File: config.mk
export PLATFORM = sky130hd
export DESIGN_NAME = cma_core
export DESIGN_NICKNAME = d
export VERILOG_FILES = /design/src/pkg/cma_pkg.sv /design/src/design/cma_core.sv
export SDC_FILE = /design/constraint.sdc
export NUM_CORES = 1
export LEC_CHECK = 0
export BUFFER_PORTS_ARGS = -buffer_cell sky130_fd_sc_hd__buf_4
export CORE_ASPECT_RATIO = 0.8
export CORE_UTILIZATION = 55
export DETAILED_ROUTE_END_ITERATION = 12
export HOLD_SLACK_MARGIN = 0.12
export PLACE_DENSITY = 0.74
export SLEW_MARGIN = 20
export SYNTH_ARGS = -nofsm -noshare
export SYNTH_HDL_FRONTEND = slang
export SYNTH_SLANG_ARGS = --single-unit
File: constraint.sdc
create_clock -name mclk -period 6.1 [get_ports mclk]
set_clock_uncertainty 0.15 [all_clocks]
set_input_delay 0.61 -clock mclk [delete_from_list [all_inputs] [get_ports mclk]]
set_output_delay 0.61 -clock mclk [all_outputs]
set_load 0.01 [all_outputs]
File: src/pkg/cma_pkg.sv
// Constants, field layouts and carrier types of the core memory addressing block.
// Assumes one clock domain; shared by the design and the bench.
package cma_pkg;
  // ==========================================================================
  // Program space
  localparam int          PC_W         = 15;
  localparam int          PROG_WORDS   = 16384;
  localparam int          HE_WORDS     = 128;
  localparam logic [14:0] RESET_VECTOR = 15'h0000;
  localparam logic [14:0] IRQ_VECTOR   = 15'h0004;
  localparam int          STK_DEPTH    = 16;
  // ==========================================================================
  // Data space
  localparam int          DADDR_W      = 12;
  localparam int          BANKS        = 32;
  localparam int          BANK_BYTES   = 128;
  localparam int          GPR_BYTES    = 80;
  localparam logic [6:0]  CORE_REGS    = 7'h0C;
  localparam logic [6:0]  GPR_BASE     = 7'h20;
  localparam logic [3:0]  LIN_REGION   = 4'h2;
  localparam logic [11:0] LIN_SIZE     = 12'h0A00;
  localparam logic [11:0] LIN_DIV      = 12'h0050;
  localparam int          PTR_PROG_BIT = 15;
  // ==========================================================================
  // Core register offsets
  localparam logic [6:0]  OFS_IND0     = 7'h00;
  localparam logic [6:0]  OFS_IND1     = 7'h01;
  localparam logic [6:0]  OFS_PCL      = 7'h02;
  localparam logic [6:0]  OFS_STATUS   = 7'h03;
  localparam logic [6:0]  OFS_P0L      = 7'h04;
  localparam logic [6:0]  OFS_P0H      = 7'h05;
  localparam logic [6:0]  OFS_P1L      = 7'h06;
  localparam logic [6:0]  OFS_P1H      = 7'h07;
  localparam logic [6:0]  OFS_BSR      = 7'h08;
  localparam logic [6:0]  OFS_WORKING_REGISTER     = 7'h09;
  localparam logic [6:0]  OFS_PROGRAM_COUNTER_LATCH_HIGH   = 7'h0A;
  localparam logic [6:0]  OFS_INTERRUPT_CONTROL   = 7'h0B;
  // ==========================================================================
  // Status fields and reset values
  localparam int          ST_TO        = 4;
  localparam int          ST_PD        = 3;
  localparam int          ST_Z         = 2;
  localparam int          ST_DC        = 1;
  localparam int          ST_C         = 0;
  localparam logic [7:0]  STATUS_RST   = 8'h18;
  localparam logic [7:0]  REG_RST      = 8'h00;
  localparam logic [15:0] PTR_RST      = 16'h0000;
  // ==========================================================================
  // Carrier types
  typedef enum logic [2:0] {PC_HOLD, PC_STEP, PC_LOAD, PC_CALL, PC_RET, PC_IRQ, PC_RETFIE}
    cma_pcop_t;
  typedef enum logic [1:0] {TK_CORE, TK_RAM, TK_PROG, TK_NONE} cma_kind_t;
  typedef struct packed {cma_pcop_t op; logic [14:0] target;} cma_pccmd_t;
  typedef struct packed {
    logic       valid;
    logic       wr;
    logic [6:0] ofs;
    logic [7:0] wdata;
    logic [2:0] fmask;   // Z, DC, C touched by the instruction
    logic [2:0] fval;
  } cma_acc_t;
  typedef struct packed {logic valid; logic sub; logic [7:0] a; logic [7:0] b;} cma_alu_t;
  typedef struct packed {logic clrwdt; logic sleep; logic wdt_to;} cma_pwr_t;
  typedef struct packed {logic valid; logic [7:0] rdata;} cma_rsp_t;
  typedef struct packed {logic valid; logic wr; logic [11:0] addr; logic [7:0] wdata;} cma_ram_t;
  typedef struct packed {cma_kind_t kind; logic [14:0] addr;} cma_tgt_t;
endpackage : cma_pkg

File: src/design/cma_core.sv
// Core memory addressing: program counter, return stack, banked data access,
// indirect pointers, core register file and status flag handling.
// Assumes the CPU issues at most one access and one pc command per cycle and
// that data RAM and flash answer in the same cycle their request is shown.
`timescale 1ns/1ps
`default_nettype none

// Overview of operation
// - Shadow core registers on interrupt, restore on return
// - Return stack is 16 entries of 15 bits
// - Stack over/underflow flags, optional software reset
// - Two 16-bit pointers reach data and program
// - Program access via port takes extra cycle
// - Pointers give linear view of general RAM
// - Program counter is 15 bits wide
// - Program addresses wrap inside implemented size
// - Reset starts at 0000h, interrupt at 0004h
// - Top 128 program words are high-endurance
// - Pointer bit 15 reads program low byte
// - Port writes never modify program memory
// - Thirty-two banks of 128 bytes each
// - Direct accesses use the bank select register
// - Unimplemented data locations read as zero
// - Twelve-bit data address: bank plus offset
// - First twelve offsets are the core registers
// - Flag-affecting writes to status keep result flags
// - Timeout and sleep flags ignore software writes
// - Clearing status gives 000u u1uu
// - Carry flags act as inverted borrows
// - Status bit layout, upper three read zero
// - Nibble carry, carry and zero from result
// - Subtract by adding two's complement
module cma_core
  import cma_pkg::*;
#(
  parameter int PROG_SIZE = PROG_WORDS
) (
  input  wire logic       mclk,
  input  wire logic       resetn,
  input  wire cma_acc_t   acc,
  input  wire cma_alu_t   alu,
  input  wire cma_pccmd_t pc_cmd,
  input  wire cma_pwr_t   pwr,
  input  wire logic       stack_reset_en,
  input  wire logic [1:0] stack_flag_clr,
  input  wire logic [7:0] ram_rdata,
  input  wire logic       ram_hit,
  input  wire logic [13:0] flash_rdata,
  output logic            acc_ready_q,
  output cma_rsp_t        acc_rsp_q,
  output cma_ram_t        ram_req_q,
  output logic            flash_rd_q,
  output logic [14:0]     flash_addr_q,
  output logic            flash_he_q,
  output logic [14:0]     pc_q,
  output logic [7:0]      status_q,
  output logic [7:0]      working_register_q,
  output logic [7:0]      alu_res_q,
  output logic            stack_over_flag_q,
  output logic            stack_under_flag_q,
  output logic            soft_reset_q
);
  // ==========================================================================
  // Registers
  localparam logic [14:0] PC_MASK = 15'(PROG_SIZE - 1);
  localparam logic [14:0] HE_BASE = 15'(PROG_SIZE - HE_WORDS);
  localparam logic [4:0]  SP_FULL = 5'(STK_DEPTH);

  typedef enum logic [1:0] {AS_IDLE, AS_RAM, AS_PROG, AS_XTRA} cma_acst_t;

  logic [15:0] ptr0_q, ptr1_q;
  logic [4:0]  bank_select_q;
  logic [6:0]  program_counter_latch_high_q;
  logic [7:0]  interrupt_control_q;
  logic [2:0]  sh_flags_q;
  logic [7:0]  sh_working_register_q;
  logic [4:0]  sh_bsr_q;
  logic [6:0]  sh_program_counter_latch_high_q;
  logic [15:0] sh_ptr0_q, sh_ptr1_q;
  logic [14:0] stack_q [STK_DEPTH];
  logic [4:0]  sp_q;
  logic [7:0]  prog_byte_q;
  cma_acst_t   as_q, as_d;

  // ==========================================================================
  // Target decode
  function automatic cma_tgt_t resolve(input logic [15:0] p);
    cma_tgt_t   t;
    logic [11:0] lin;
    t.kind = TK_NONE;
    t.addr = '0;
    lin    = p[11:0];
    if (p[PTR_PROG_BIT]) begin
      t.kind = TK_PROG;
      t.addr = p[14:0] & PC_MASK;
    end else if (p[15:12] == 4'h0) begin
      if (p[6:0] < CORE_REGS) begin
        t.kind = (p[6:0] > OFS_IND1) ? TK_CORE : TK_NONE;
        t.addr = {8'h00, p[6:0]};
      end else begin
        t.kind = TK_RAM;
        t.addr = {3'b000, p[11:0]};
      end
    end else if (p[15:12] == LIN_REGION && lin < LIN_SIZE) begin
      t.kind = TK_RAM;
      t.addr = {3'b000, 5'(lin / LIN_DIV), 7'(lin % LIN_DIV) + GPR_BASE};
    end
    return t;
  endfunction : resolve

  cma_tgt_t tgt;
  always_comb begin
    tgt.kind = TK_CORE;
    tgt.addr = {8'h00, acc.ofs};
    if (acc.ofs == OFS_IND0) begin
      tgt = resolve(ptr0_q);
    end else if (acc.ofs == OFS_IND1) begin
      tgt = resolve(ptr1_q);
    end else if (acc.ofs >= CORE_REGS) begin
      tgt.kind = TK_RAM;
      tgt.addr = {3'b000, bank_select_q, acc.ofs};
    end
  end

  wire logic take = acc.valid & acc_ready_q;
  wire logic cw_en = take & acc.wr & (tgt.kind == TK_CORE);
  wire logic [6:0] cw_ofs = tgt.addr[6:0];

  function automatic logic [7:0] core_rd(input logic [6:0] o);
    logic [7:0] v;
    case (o)
      OFS_PCL:    v = pc_q[7:0];
      OFS_STATUS: v = status_q;
      OFS_P0L:    v = ptr0_q[7:0];
      OFS_P0H:    v = ptr0_q[15:8];
      OFS_P1L:    v = ptr1_q[7:0];
      OFS_P1H:    v = ptr1_q[15:8];
      OFS_BSR:    v = {3'b000, bank_select_q};
      OFS_WORKING_REGISTER:   v = working_register_q;
      OFS_PROGRAM_COUNTER_LATCH_HIGH: v = {1'b0, program_counter_latch_high_q};
      OFS_INTERRUPT_CONTROL: v = interrupt_control_q;
      default:    v = 8'h00;
    endcase
    return v;
  endfunction : core_rd

  // ==========================================================================
  // Access sequencer
  always_comb begin
    as_d = as_q;
    case (as_q)
      AS_IDLE: begin
        if (take && !acc.wr && tgt.kind == TK_RAM) as_d = AS_RAM;
        if (take && !acc.wr && tgt.kind == TK_PROG) as_d = AS_PROG;
      end
      AS_RAM:  as_d = AS_IDLE;
      AS_PROG: as_d = AS_XTRA;
      AS_XTRA: as_d = AS_IDLE;
      default: as_d = AS_IDLE;
    endcase
  end

  always_ff @(posedge mclk or negedge resetn) begin
    if (!resetn) begin
      as_q         <= AS_IDLE;
      acc_ready_q  <= 1'b0;
      acc_rsp_q    <= '0;
      ram_req_q    <= '0;
      flash_rd_q   <= 1'b0;
      flash_addr_q <= '0;
      flash_he_q   <= 1'b0;
      prog_byte_q  <= 8'h00;
    end else begin
      as_q        <= as_d;
      acc_ready_q <= (as_d == AS_IDLE);
      acc_rsp_q   <= '0;
      ram_req_q   <= '0;
      flash_rd_q  <= 1'b0;
      if (take) begin
        if (tgt.kind == TK_RAM) begin
          ram_req_q <= '{valid: 1'b1, wr: acc.wr, addr: tgt.addr[11:0], wdata: acc.wdata};
        end
        if (tgt.kind == TK_PROG && !acc.wr) begin
          flash_rd_q   <= 1'b1;
          flash_addr_q <= tgt.addr;
          flash_he_q   <= (tgt.addr >= HE_BASE);
        end
        if (acc.wr || tgt.kind == TK_CORE || tgt.kind == TK_NONE) begin
          acc_rsp_q.valid <= 1'b1;
          acc_rsp_q.rdata <= (acc.wr || tgt.kind == TK_NONE) ? 8'h00 : core_rd(cw_ofs);
        end
      end
      if (as_q == AS_RAM) begin
        acc_rsp_q <= '{valid: 1'b1, rdata: ram_hit ? ram_rdata : 8'h00};
      end
      if (as_q == AS_PROG) prog_byte_q <= flash_rdata[7:0];
      if (as_q == AS_XTRA) acc_rsp_q <= '{valid: 1'b1, rdata: prog_byte_q};
    end
  end

  // ==========================================================================
  // Pointers, bank, working register, latch and shadows
  wire logic irq_in = (pc_cmd.op == PC_IRQ);
  wire logic irq_out = (pc_cmd.op == PC_RETFIE);

  always_ff @(posedge mclk or negedge resetn) begin
    if (!resetn) begin
      ptr0_q                       <= PTR_RST;
      ptr1_q                       <= PTR_RST;
      bank_select_q                <= '0;
      working_register_q           <= REG_RST;
      program_counter_latch_high_q <= '0;
      interrupt_control_q          <= REG_RST;
      sh_working_register_q                    <= REG_RST;
      sh_bsr_q                     <= '0;
      sh_program_counter_latch_high_q                  <= '0;
      sh_ptr0_q                    <= PTR_RST;
      sh_ptr1_q                    <= PTR_RST;
    end else if (irq_out) begin
      working_register_q           <= sh_working_register_q;
      bank_select_q                <= sh_bsr_q;
      program_counter_latch_high_q <= sh_program_counter_latch_high_q;
      ptr0_q                       <= sh_ptr0_q;
      ptr1_q                       <= sh_ptr1_q;
    end else begin
      if (irq_in) begin
        sh_working_register_q   <= working_register_q;
        sh_bsr_q    <= bank_select_q;
        sh_program_counter_latch_high_q <= program_counter_latch_high_q;
        sh_ptr0_q   <= ptr0_q;
        sh_ptr1_q   <= ptr1_q;
      end
      if (cw_en) begin
        case (cw_ofs)
          OFS_P0L:    ptr0_q[7:0]  <= acc.wdata;
          OFS_P0H:    ptr0_q[15:8] <= acc.wdata;
          OFS_P1L:    ptr1_q[7:0]  <= acc.wdata;
          OFS_P1H:    ptr1_q[15:8] <= acc.wdata;
          OFS_BSR:    bank_select_q <= acc.wdata[4:0];
          OFS_WORKING_REGISTER:   working_register_q <= acc.wdata;
          OFS_PROGRAM_COUNTER_LATCH_HIGH: program_counter_latch_high_q <= acc.wdata[6:0];
          OFS_INTERRUPT_CONTROL: interrupt_control_q <= acc.wdata;
          default:    ;
        endcase
      end
    end
  end

  // ==========================================================================
  // Status and flag arithmetic
  logic [7:0] alu_b;
  logic [8:0] alu_sum;
  logic [4:0] alu_nib;
  always_comb begin
    alu_b   = alu.sub ? ~alu.b : alu.b;
    alu_sum = {1'b0, alu.a} + {1'b0, alu_b} + {8'h00, alu.sub};
    alu_nib = {1'b0, alu.a[3:0]} + {1'b0, alu_b[3:0]} + {4'h0, alu.sub};
  end

  wire logic st_wr = cw_en & (cw_ofs == OFS_STATUS);

  always_ff @(posedge mclk or negedge resetn) begin
    if (!resetn) begin
      status_q   <= STATUS_RST;
      alu_res_q  <= REG_RST;
      sh_flags_q <= '0;
    end else begin
      if (alu.valid) begin
        alu_res_q          <= alu_sum[7:0];
        status_q[ST_C]     <= alu_sum[8];
        status_q[ST_DC]    <= alu_nib[4];
        status_q[ST_Z]     <= (alu_sum[7:0] == 8'h00);
      end
      if (st_wr && acc.fmask == 3'b000) begin
        status_q[2:0] <= acc.wdata[2:0];
      end
      if (cw_en && acc.fmask != 3'b000) begin
        // Status as destination: the data is dropped for all three flags
        if (acc.fmask[2]) status_q[ST_Z]  <= acc.fval[2];
        if (acc.fmask[1]) status_q[ST_DC] <= acc.fval[1];
        if (acc.fmask[0]) status_q[ST_C]  <= acc.fval[0];
      end
      if (pwr.clrwdt) status_q[ST_TO:ST_PD] <= 2'b11;
      if (pwr.sleep) status_q[ST_PD] <= 1'b0;
      if (pwr.wdt_to) status_q[ST_TO] <= 1'b0;
      status_q[7:5] <= 3'b000;
      if (irq_in) sh_flags_q <= status_q[2:0];
      if (irq_out) status_q[2:0] <= sh_flags_q;
    end
  end

  // ==========================================================================
  // Program counter and return stack
  wire logic push = (pc_cmd.op == PC_CALL) || irq_in;
  wire logic pop  = (pc_cmd.op == PC_RET) || irq_out;
  wire logic [14:0] pc_inc = (pc_q + 15'h0001) & PC_MASK;
  wire logic [14:0] pop_val = (sp_q == 5'd0) ? RESET_VECTOR : stack_q[4'(sp_q - 5'd1)];

  always_ff @(posedge mclk or negedge resetn) begin
    if (!resetn) begin
      pc_q <= RESET_VECTOR;
    end else begin
      case (pc_cmd.op)
        PC_STEP:           pc_q <= pc_inc;
        PC_LOAD, PC_CALL:  pc_q <= pc_cmd.target & PC_MASK;
        PC_RET, PC_RETFIE: pc_q <= pop_val & PC_MASK;
        PC_IRQ:            pc_q <= IRQ_VECTOR;
        default:           ;
      endcase
      if (cw_en && cw_ofs == OFS_PCL && pc_cmd.op == PC_HOLD) begin
        pc_q <= {program_counter_latch_high_q, acc.wdata} & PC_MASK;
      end
    end
  end

  always_ff @(posedge mclk) begin
    if (push && sp_q != SP_FULL) begin
      stack_q[4'(sp_q)] <= irq_in ? pc_q : pc_inc;
    end
  end

  always_ff @(posedge mclk or negedge resetn) begin
    if (!resetn) begin
      sp_q               <= '0;
      stack_over_flag_q  <= 1'b0;
      stack_under_flag_q <= 1'b0;
      soft_reset_q       <= 1'b0;
    end else begin
      soft_reset_q <= 1'b0;
      if (stack_flag_clr[0]) stack_over_flag_q <= 1'b0;
      if (stack_flag_clr[1]) stack_under_flag_q <= 1'b0;
      if (push) begin
        if (sp_q == SP_FULL) begin
          stack_over_flag_q <= 1'b1;
          soft_reset_q      <= stack_reset_en;
        end else begin
          sp_q <= sp_q + 5'd1;
        end
      end
      if (pop) begin
        if (sp_q == 5'd0) begin
          stack_under_flag_q <= 1'b1;
          soft_reset_q       <= stack_reset_en;
        end else begin
          sp_q <= sp_q - 5'd1;
        end
      end
    end
  end
endmodule : cma_core

`default_nettype wire

==> metrics list, run 1 <==
* # placed instances: 2297
* Routed wire length: 57900 µm
* Average routed wire per standard cell: 24.3 µm
* Leakage power figure: 9.67 nW
- Bufs on Longest Clock Path: 3
- In this run the power density over the cells is 439 mW/mm².
- Setup violations remaining at the end of the flow were counted as 0.
- Required time at the worst-slack endpoint: 6360 ps
- Layout cells sized above 1: 22.7%
- Antenna cells: 0
- Ranked by instance count, the synthesized netlist is headed by sky130_fd_sc_hd__edfxtp_1 (224), sky130_fd_sc_hd__dfrtp_1 (206), sky130_fd_sc_hd__nor2_1 (159).
- Timing would allow up to 214 MHz.
- Hold Path Sink: status_q[4]
- Source of the worst register-to-register timing path: ptr1_q[15]
- Die height: 177 µm
* Maximum resistive drop on vdd: 0.000333 V
- Result of the run: completed
- Library cells used by synthesis: 93
- Final count of hold timing violations: 0
- Measured in cells, the most critical reg-to-reg path has a length of 7.
* # fillers: 2752
- In the finished design, the share of the clock period the worst path needs comes to 76.7%.
* TritonRoute pass-1 iters: 7
- The number of global-route vias before repair came to 14741.
- Yosys attributes the largest share of cell area to sky130_fd_sc_hd__edfxtp_1 (32%), sky130_fd_sc_hd__dfrtp_1 (24%), sky130_fd_sc_hd__mux4_2 (6.5%).
* Row cnt: 63
- Critical Path Start Type: flop
* Number of setup buffers added after CTS: 0
- In the global route stage, overall resource usage came out at 29.6%.
* Pre-CTS setup slack: 1630 ps
- The number of hold buffers added after CTS was 5.
- Vias per Instance: 6.51
* Synth Register Bits: 432
* Clock tree from TritonCTS: yes
* Hold Path Depth: 3
- Sequential elements use 56.5% of the synthesized area.
- The worst setup path is captured at a flop.
- Synthesized instance count: 1740
- The detail route stage leaves a number of antenna-violating nets equal to 0.
- Max-slew violation count: 0
- Total power for the finished layout comes to 10.7 mW.
- sky130_fd_sc_hd__edfxtp_1 takes more of the synthesized area than any other cell.
* Initial antenna violation count: 0
- Fraction of registers with async set or reset after synthesis: 48.1%
* Hold/Removal Path Class: primary input to flop
- Met2 demand-to-capacity share in global routing: 42.3%
- Among all cell types in the netlist, the one instantiated most often is sky130_fd_sc_hd__edfxtp_1.
- Global routing consumed, on the met3 layer, 5.35% of the routing resources.
* Share of the synthesized area in the top cell type: 31.8%
- Core footprint: 0.0374 mm²
- Minimum period implied by the final worst setup slack: 4680 ps
- Critical path class: flop to flop
- For this run, design rule violations remaining after detail routing come to 0.
- # Max-Cap Violations: 0
- The H-tree was split into 2 levels.
- Post-synthesis average cell area: 12.1 µm²
- The multi-input combinational cells in the finished layout cover a total of 0.00874 mm².
* Data arrival time of the critical path: 4940 ps
- X dimension of the die: 221 µm
- Maximum number of pins on one net before global-route repair: 169
* Routability-driven placement congestion ratio: 0.951
- Flip-flop cell with the highest count after synthesis: sky130_fd_sc_hd__edfxtp_1
- Relative to the synthesized area, the layout overhead comes to 14.7%.
- Global route overflow: 0
* Clk_lat worst skew: 560 ps
- For met1 alone, demand over resource in global routing was 45.9%.
- Detailed routing inserted a total of 15501 vias.
- Finished Core Util: 64.8%
- The worst hold path begins at pwr[2].
* Final nets: 1964
- Fin Setup TNS: 0 ps
- # IOs: 181
- The worst register-to-register path ends at interrupt_control_q[0].
- Sum of net half-perimeters after detailed placement: 38000 µm
* Area of the mapped netlist: 0.0211 mm²
- Setup slack, reg-to-reg: 1420 ps
- The sequential cells in the finished layout cover a total of 0.0119 mm².
* Worst setup margin: 1420 ps
* Clock Pin Slew Worst Setup and Hold Paths: 70 ps
- Gates resized during post-CTS repair numbered 0.
- The first global-routing pass estimated 88000 µm of wire.
- The die covers 0.0392 mm².
- Port Buffers: 168
- Once the floorplan was initialized, standard cells occupied 56.5% of the core.
* Detailed Route Iter0 Violations: 1932
* Worst max-slew margin expressed relative to the limit: 19.8%
- Leaving out filler cells and counting taps, the final layout contains 2380.
- The tree is rooted in a sky130_fd_sc_hd__clkbuf_16.
* Clock Sink Count: 432
- In this run, synthesis inferred 224 flip-flops with an integrated enable.
- In this run the most used layer during global routing was met1.
* Unrepaired setup endpoints after global routing: no
- Cts bufs inserted: 43
- Yosys printed 0 warnings.
* Tightest Pin Transition: 1200 ps
* Peak fanout along the critical path: 11
[power breakdown]
| part | total, mW | switching, mW | internal [mW] |
|---|---|---|---|
| Sequential | 4.45 | 0.666 | 3.78 |
| Clock | 2.58 | 1.09 | 1.49 |
| Combinational | 3.63 | 1.99 | 1.64 |
| Total | 10.7 | 3.75 | 6.90 |
[state kept, by name, indices dropped and copies added, names as in the netlist, 8 cells and up]
| register | cells |
|---|---|
| ram_req_q | 22 |
| prog_byte_q | 8 |
| working_register_q | 8 |
| ptr1_q | 16 |
| sh_ptr0_q | 16 |
| flash_addr_q | 14 |
| alu_res_q | 8 |
| stack_q | 224 |
| acc_rsp_q | 9 |
| sh_working_register_q | 8 |
| ptr0_q | 16 |
| pc_q | 14 |
| sh_ptr1_q | 16 |
| interrupt_control_q | 8 |
[worst max-delay path, stage by stage (launching register included)]
cell and delay [ps]:
sky130_fd_sc_hd__dfrtp_1 500, sky130_fd_sc_hd__nor4b_2 490, sky130_fd_sc_hd__and2_0 380, sky130_fd_sc_hd__o21ai_0 230, sky130_fd_sc_hd__a31oi_1 870, sky130_fd_sc_hd__nor3b_1 870, sky130_fd_sc_hd__nand4_1 590, sky130_fd_sc_hd__mux2_2 470
[logic make-up after synthesis]
| family | count (synthesis) | synth area share, % |
|---|---|---|
| AO/OA/AOI/OAI | 396 | 12.2 |
| XOR/XNOR | 37 | 1.53 |
| flip-flops | 432 | 56.5 |
| multiplexers | 221 | 14.5 |
| AND/OR/NAND/NOR | 485 | 11.5 |
| adder cells (fa/ha/maj) | 16 | 0.959 |
| buffers and inverters | 152 | 2.89 |
| other | 1 | 0.0177 |
[per-layer routing]
| metal | wire length, µm | vias up | part of all wire (%) |
|---|---|---|---|
| li1 | - | 6789 | - |
| met1 | 25900 | 7684 | 45 |
| met2 | 24400 | 910 | 42 |
| met3 | 5860 | 118 | 10 |
| met4 | 1690 | 0 | 2.9 |
| met5 | 0 | - | 0 |
[worst max path at each step]
stage / slack (ps) / startpoint / to
final: 1420 / ptr1_q[15] / interrupt_control_q[0]
after global routing: 1200 / ptr1_q[15] / interrupt_control_q[6]
after CTS: 1620 / ptr1_q[15] / interrupt_control_q[0]
after detailed placement: 1630 / ptr1_q[15] / interrupt_control_q[5]
after global placement: 1700 / ptr1_q[12] / interrupt_control_q[2]
after floorplan: 1570 / sp_q[0] / pc_q[0]
[layout make-up]
type	instances	area share [%]
Tap cell	487	2.51
Inverter	31	0.480
Timing Repair Buffer	192	6.09
Sequential cell	432	49.2
Multi-Input combinational cell	1160	36.0
Clock buffer	65	5.07
Clock inverter	13	0.578
[placed cells by master (no fill, tap or decap), types with 34 or more instances in the layout]
cell | Yosys | routed
sky130_fd_sc_hd__a211oi_1 | 34 | 34
sky130_fd_sc_hd__a21oi_1 | 132 | 132
sky130_fd_sc_hd__buf_4 | 6 | 184
sky130_fd_sc_hd__clkbuf_16 | 0 | 44
sky130_fd_sc_hd__dfrtp_1 | 206 | 205
sky130_fd_sc_hd__edfxtp_1 | 224 | 224
sky130_fd_sc_hd__mux2_2 | 73 | 73
sky130_fd_sc_hd__mux2i_1 | 87 | 87
sky130_fd_sc_hd__mux4_2 | 61 | 61
sky130_fd_sc_hd__nand2_1 | 110 | 109
sky130_fd_sc_hd__nor2_1 | 159 | 159
sky130_fd_sc_hd__o21ai_0 | 83 | 82
[through the flow]
stage / hold WS [ps] / cell area, µm²
final: 136 / 24300
after global routing: 134 / 24300
after floorplan: 164 / 21200
after global placement: 312 / 22800
after CTS: 123 / 24200
after detailed placement: 322 / 22800
No activity file was read; power rests on OpenSTA's default activity.
==> run 2, diff against run 1 <==
--- a/config.mk
+++ b/config.mk
@@ -7,10 +7,10 @@
 export LEC_CHECK = 0
 export BUFFER_PORTS_ARGS = -buffer_cell sky130_fd_sc_hd__buf_4
 export CORE_ASPECT_RATIO = 0.8
-export CORE_UTILIZATION = 55
+export CORE_UTILIZATION = 54
 export DETAILED_ROUTE_END_ITERATION = 12
 export HOLD_SLACK_MARGIN = 0.12
-export PLACE_DENSITY = 0.74
+export PLACE_DENSITY = 0.76
 export SLEW_MARGIN = 20
 export SYNTH_ARGS = -nofsm -noshare
 export SYNTH_HDL_FRONTEND = slang
==> constraint.sdc (replaced) <==
create_clock -name mclk -period 4.2 [get_ports mclk]
set_clock_uncertainty 0.15 [all_clocks]
set_input_delay 0.42 -clock mclk [delete_from_list [all_inputs] [get_ports mclk]]
set_output_delay 0.42 -clock mclk [all_outputs]
set_load 0.01 [all_outputs]
==> run 2 against run 1 <==
Against the previous run: utilization grew 0.20 points; die area up 1.8%; highest routed layer unchanged; register-to-register slack got worse by 1200 ps; global-route usage increased by 0.74 points; sequential cell count unchanged; power rose by 49%; final cell count increased by 3.4%; largest power group unchanged; sequential share of layout area is 1.4 points lower; non-clock buffer count increased by 72.
==> metrics list, run 2 (same netlist as run 1, synthesis figures left out) <==
- The flow ran to the end, and the final reports show no timing, DRC or antenna violations.
- Final routed DRC violation total: 0 (unchanged)
- Clk_lat worst skew: 570 ps (about the same)
- The flip-flop count of the largest register, all copies and words added is 224 (unchanged).
- Most frequent standard cell in the layout excluding fill and tap cells: sky130_fd_sc_hd__edfxtp_1
* Leakage power figure: 10.0 nW (+3.7%)
- Core footprint: 0.0384 mm² (+2.7%)
- The total via count in the routed design came to 15790 (+1.9%).
- STA classifies the critical path endpoint as a flop.
* Minimum period implied by the final worst setup slack: 4040 ps
* Maximum resistive drop on vdd: 0.000498 V (+49%)
- The post-detailed-route wirelength per cell was 24.3 µm (-0.20%).
* Peak fanout along the critical path: 8 (-3)
* X dimension of the die: 223 µm (+0.91%)
* Row cnt: 64 (+1.6%)
- # IOs: 181 (unchanged)
- The min-delay analysis places its worst path in the category primary input to flop.
- The overall track demand over capacity in global routing came to 30.3% (+0.74 points).
- Maximum number of pins on one net before global-route repair: 121 (-28%)
* Routed wire length: 59800 µm (+3.2%)
* Antenna cells: 0 (unchanged)
- The root buffer cell chosen for the clock tree is sky130_fd_sc_hd__clkbuf_16.
* Detailed Route Iter0 Violations: 1809 (-6.4%)
- Unrepaired setup endpoints after global routing: no
- Layout cells sized above 1: 24.4% (+1.6 points)
- Sw frac: 35.2% (about the same)
- The final critical path takes up 96.2% of the cycle.
- The post-route antenna net violation count is 0 (unchanged).
- The finished layout cell area was 0.0250 mm² (+3.0%).
* Tightest Pin Transition: 1090 ps (-116 ps)
- The instance count after placement with tap cells included is 2344 (+2.0%).
- The switching power was 5.58 mW (+49%).
- Overall die area: 0.0399 mm² (+1.8%)
- Required time at the worst-slack endpoint: 4460 ps (-1900 ps)
* Number of standard cells in the layout, taps in and fillers out: 2462 (+3.4%)
* Port Buffers: 168 (unchanged)
- Routability-driven placement congestion ratio: 0.942 (-1.0%)
- Placed cell areas: 0.0231 mm² (+1.4%)
- # fillers: 2811 (+2.1%)
- # Max-Cap Violations: 0 (unchanged)
* Data arrival time of the critical path: 4300 ps (-640 ps)
- By startpoint and endpoint, the worst setup path is classified as primary input to flop.
* Register with the most flip-flops: stack_q
- The wire length of the first global-routing pass was 91200 µm (+3.7%).
- The number of global-route vias before repair came to 15086 (+2.3%).
- The clock network fraction of total power came to 24.7% (+0.5 points).
- The half-perimeter wire length after detailed placement is 39600 µm (+4.2%).
- Clock Sink Count: 432 (unchanged)
* Clock Pin Slew Worst Setup and Hold Paths: 60 ps (about the same)
- The routed via count divided by cell count is 6.41 (-1.5%).
- Depth of the CTS H-tree: 2 (unchanged)
- Die height: 179 µm (+0.91%)
- The sum of negative setup slack came to 0 ps (unchanged).
- Areal power density over the cells: 634 mW/mm² (+44%)
- Part of the total power dissipated in sequential elements: 40.1% (-1.6 points)
- The largest registers in the layout are stack_q (224), ram_req_q (22).
- Most frequent cells in the layout: sky130_fd_sc_hd__edfxtp_1 (224), sky130_fd_sc_hd__buf_4 (221), sky130_fd_sc_hd__dfrtp_1 (205)
- TritonCTS built the clock tree.
- Post-synthesis to final-layout area growth: 18.1%
- The worst slew margin relative to its limit is 27.5% (+7.7 points).
* Power share of the combinational group: 35.2% (+1.1 points)
- STA classifies the critical path startpoint as a primary input.
- Final count of hold timing violations: 0 (unchanged)
- Number of setup buffers added after CTS: 0 (unchanged)
- Final nets: 2037 (+3.7%)
- The number of antenna violations at the first check in global routing was 0 (unchanged).
- The initial cell density of the core came to 55.0% (-1.5 points).
* Setup violators final: 0 (unchanged)
- Cts bufs inserted: 44 (+2.3%)
- Global route overflow: 0 (unchanged)
- The detailed-router iteration count before antenna repair is 6 (-1).
- Cell internal pwr: 10.3 mW (+49%)
- Achievable Freq: 247 MHz
- The max-slew violation count came to 0 (unchanged).
- The buffer depth of the longest clock path is 3 (unchanged).
-- run 2: per-stage QoR --
step | total power [mW] | util [%] | hold WS (ps) | worst slack, ps
floorplan | 9.86 | - | -25.6 | 43.1
global placement | 11.6 | 60.0 | 313 | 358
detailed placement | 11.8 | 60.0 | 322 | 405
CTS | 15.7 | 64.7 | 128 | 31.3
global route | 16.5 | 65.0 | 188 | 5.04
finish | 15.8 | 65.0 | 144 | 158
-- run 2: worst paths after layout --
check / from / depth (start not counted) / slack (ps) / endpoint
max: acc[18] / 13 / 160 / status_q[0]
min: acc[2] / 4 / 140 / status_q[2]
max reg2reg: ptr1_q[15] / 10 / 180 / status_q[0]
min reg2reg: flash_he_q / 2 / 330 / flash_he_q
max in group asynchronous: resetn / 3 / 2550 / stack_under_flag_q
min in group asynchronous: resetn / 2 / 310 / flash_he_q
-- run 2: critical path: stages --
cell and delay (ps):
sky130_fd_sc_hd__dlygate4sd3_1 550, sky130_fd_sc_hd__buf_4 140, sky130_fd_sc_hd__nor3_1 410, sky130_fd_sc_hd__nand3_1 290, sky130_fd_sc_hd__a21oi_2 360, sky130_fd_sc_hd__buf_4 220, sky130_fd_sc_hd__a221oi_4 140, sky130_fd_sc_hd__nor2_1 320
sky130_fd_sc_hd__nand4_1 330, sky130_fd_sc_hd__mux2_2 370, sky130_fd_sc_hd__mux2i_1 130, sky130_fd_sc_hd__dlygate4sd3_1 560, sky130_fd_sc_hd__a21oi_1 60
-- run 2: what timing repair did --
item / CTS / global route
gates resized for setup: 0 / 6
hold buffers: 38 / 0
endpoints found under the setup margin: 0 / 1
hold endpoints to repair: 161 / 0
-- run 2: layout make-up --
| type | instances | area, µm² | share of cell area (%) |
|---|---|---|---|
| Clock inverter | 17 | 151 | 0.606 |
| Multi-Input combinational cell | 1160 | 8730 | 35.0 |
| Timing Repair Buffer | 264 | 2130 | 8.55 |
| Clock buffer | 63 | 1280 | 5.14 |
| Sequential cell | 432 | 11900 | 47.8 |
| Tap cell | 495 | 619 | 2.48 |
| Inverter | 31 | 116 | 0.466 |
-- run 2: power by group through the flow --
stage / Clock, mW / Combinational (mW) / Sequential (mW)
floorplan: 0 / 3.87 / 5.99
global placement: 0 / 5.30 / 6.30
detailed placement: 0 / 5.45 / 6.36
CTS: 3.94 / 5.52 / 6.28
global route: 4.11 / 6.03 / 6.39
finish: 3.92 / 5.58 / 6.34
-- run 2: metal layers --
layer / up-vias / track usage [%] / wire (µm)
met1: 7837 / 45.9 / 26000
met2: 929 / 44.6 / 25900
met3: 97 / 6.60 / 6590
met4: 0 / 7.50 / 1260
met5: - / 0 / 0
li1: 6927 / - / -
==> run 3, diff against run 2 <==
--- a/config.mk
+++ b/config.mk
@@ -11,6 +11,7 @@
 export DETAILED_ROUTE_END_ITERATION = 12
 export HOLD_SLACK_MARGIN = 0.12
 export PLACE_DENSITY = 0.76
+export SETUP_SLACK_MARGIN = 0.4
 export SLEW_MARGIN = 20
 export SYNTH_ARGS = -nofsm -noshare
 export SYNTH_HDL_FRONTEND = slang
==> run 3 against run 2 <==
Against the previous run: clock power down 3%; count of clock-buffer cells in the layout down 10; critical path depth down 4.
==> metrics list, run 3 (same netlist as run 1, synthesis figures left out) <==
- Worst hold slack: 129 ps (-14.2 ps)
* Peak fanout along the critical path: 8 (unchanged)
- Flip-flop count of the largest register after layout: 224 (unchanged)
- The switching power was 5.63 mW (+0.96%).
- The total clock sinks came to 432 (unchanged).
* Fin Setup TNS: 0 ps (unchanged)
- The total via count in the routed design is 15928 (+0.87%).
- The number of standard cells in the layout, taps in and fillers out came to 2475 (+0.53%).
* Kind of end point of the critical path: flop
- The number of placement rows was 64 (unchanged).
- stack_q holds more flip-flops than any other register.
* Cts bufs inserted: 42 (-4.5%)
* Share of the clock period used by the worst path after layout: 88.9% (-7.4 points)
- The violation count after the first detailed-route iteration is 1901 (+5.1%).
- Capturing point of the worst reg2reg path: ptr1_q[6]
- Antenna cells: 0 (unchanged)
* # placed instances: 2361 (+0.73%)
* Final nets: 2053 (+0.79%)
- Worst max-slew margin expressed relative to the limit: 23.2% (-4.4 points)
- Depth of the CTS H-tree: 2 (unchanged)
- Setup violators final: 0 (unchanged)
* Leakage power figure: 10.1 nW (+0.60%)
- Post-synthesis to final-layout area growth: 18.5%
- Overall die area: 0.0399 mm² (unchanged)
- The ratio of total power to cell area is 633 mW/mm² (-0.11%).
- The max-slew violation count is 0 (unchanged).
* Maximum resistive drop on vdd: 0.000479 V (-3.7%)
- The data required time at the worst endpoint was 4440 ps (-20 ps).
* Routability-driven placement congestion ratio: 0.980 (+4.1%)
* Routed wire length: 60400 µm (+1.2%)
- Buffer cell driving the clock tree root: sky130_fd_sc_hd__clkbuf_16
* Most frequent cells in the layout: sky130_fd_sc_hd__buf_4 (242), sky130_fd_sc_hd__edfxtp_1 (224), sky130_fd_sc_hd__dfrtp_1 (204)
- TritonRoute pass-1 iters: 6 (unchanged)
- The number of port buffers came to 168 (unchanged).
- Placed cell areas: 0.0232 mm² (+0.44%)
* Final count of hold timing violations: 0 (unchanged)
- The shortest clock period the worst path allows after layout was 3730 ps (-309 ps).
- Largest regs: stack_q (224), ram_req_q (22)
- The internal power consumption came to 10.2 mW (-0.28%).
- Final routed DRC violation total: 0 (unchanged)
- Hold/Removal Path Class: primary input to flop
- Combined global-route utilization of all metal layers: 30.3% (about the same)
- Clock Power Share: 23.9% (-0.8 points)
- Cells on worst reg2reg path: 9 (-1)
- The run finished with clean final reports.
* Tightest Pin Transition: 1150 ps (+65.5 ps)
- The total I/O pin count is 181 (unchanged).
- Maximum number of pins on one net before global-route repair: 124 (+2.5%)
* Achievable Freq: 268 MHz (+8.3%)
* Critical Path Start Type: flop
- The routed via count divided by cell count came to 6.44 (+0.34%).
* Global route overflow: 0 (unchanged)
- Critical path's slowest cell: sky130_fd_sc_hd__or4_1
* Worst setup path startpoint: ptr1_q[12]
- The initial cell density of the core is 55.0% (unchanged).
* Critical path class: flop to flop
- Clock tree from TritonCTS: yes
* Data arrival time of the critical path: 3980 ps (-320 ps)
* Antenna Nets Post-Route: 0 (unchanged)
- The area of the core region came to 0.0384 mm² (unchanged).
- Initial antenna violation count: 3 (+3)
- The share of layout cells above drive strength 1 came to 25.1% (+0.70 points).
- Power share of the combinational group: 36.4% (+1.2 points)
- Walking the worst path, the cells encountered are or4_1, nor3_1, nor4b_1, or3_1, nor4b_4, and2_1, nand2_2, mux2i_1, a21oi_1.
* Source of the worst register-to-register timing path: ptr1_q[12]
- The width of the chip is 223 µm (unchanged).
- Part of the total power dissipated in sequential elements: 39.7% (-0.4 points)
* Finished layout cell area: 0.0250 mm² (+0.27%)
- Most frequent standard cell in the layout excluding fill and tap cells: sky130_fd_sc_hd__buf_4
* Bufs on Longest Clock Path: 3 (unchanged)
* # Max-Cap Violations: 0 (unchanged)
* Sw frac: 35.5% (+0.28 points)
- Wire length of the first global-routing pass: 90700 µm (-0.50%)
- The clock network latency to the later pin of the worst-skew pair is 550 ps (-20 ps).
- Clock Pin Slew Worst Setup and Hold Paths: 60 ps (about the same)
- The delay of the slowest cell on the worst path was 600 ps (+40 ps).
* Via count of the first global-routing pass: 15008 (-0.52%)
* Timing endpoint of the critical path: ptr1_q[6]
- The die span in y was 179 µm (unchanged).
- The reg-to-reg setup timing slack came to 470 ps (+290 ps).
- Average routed wire per standard cell: 24.4 µm (+0.63%)
- Unrepaired setup endpoints after global routing: yes
- The half-perimeter wire length after detailed placement was 40200 µm (+1.5%).
## run 3: repair_timing
item,CTS,global route
setup endpoints to repair,0,70
hold buffers,36,0
buffers inserted,0,3
hold endpoints to repair,160,0
resized for setup,0,12
## run 3: worst min-delay path by stage
| stage | start | slack (ps) | endpoint | depth (start not counted) |
|---|---|---|---|---|
| after floorplan | resetn | -30 | acc_ready_q | 0 |
| after global placement | sh_ptr0_q[13] | 310 | sh_ptr0_q[13] | 2 |
| after detailed placement | sh_ptr0_q[4] | 320 | sh_ptr0_q[4] | 2 |
| after CTS | ram_rdata[0] | 120 | acc_rsp_q[0] | 5 |
| after global routing | acc[2] | 150 | status_q[2] | 4 |
| final | ram_rdata[0] | 130 | acc_rsp_q[0] | 5 |
## run 3: per-layer routing
metal	GRT usage (%)	vias up	part of all wire (%)	wire length, µm
met5	0	-	0.036	22
met4	7.07	4	2.0	1210
met3	6.18	111	11	6510
met2	45.3	953	44	26600
met1	45.7	7904	43	26100
li1	-	6956	-	-
## run 3: area by class of cell
cell class,count,area (µm²)
Clock buffer,53,1180
Clock inverter,22,194
Fill cell,2827,13400
Inverter,31,116
Multi-Input combinational cell,1160,8740
Sequential cell,432,11900
Tap cell,495,619
Timing Repair Buffer,282,2250
## run 3: critical path: cells and delay by family, from the launching register on
kind	cells	cell delay, ps
mux	1	240
compound gates	1	100
simple gates	7	2560
flops	1	510
## run 3: power groups by stage
| stage | Clock (mW) | Sequential [mW] | Combinational [mW] |
|---|---|---|---|
| after floorplan | 0 | 5.99 | 3.88 |
| after global routing | 3.97 | 6.35 | 6.22 |
| after CTS | 3.81 | 6.24 | 5.70 |
| after detailed placement | 0 | 6.32 | 5.62 |
| final | 3.79 | 6.30 | 5.78 |
| after global placement | 0 | 6.26 | 5.44 |
## run 3: metrics by stage
step	util, %	worst slack (ps)	power [mW]
6_report	65.1	467	15.9
4_1_cts	64.8	450	15.8
3_5_place_dp	60.3	473	11.9
3_3_place_gp	60.3	479	11.7
5_1_grt	65.1	384	16.5
2_1_floorplan	-	415	9.87
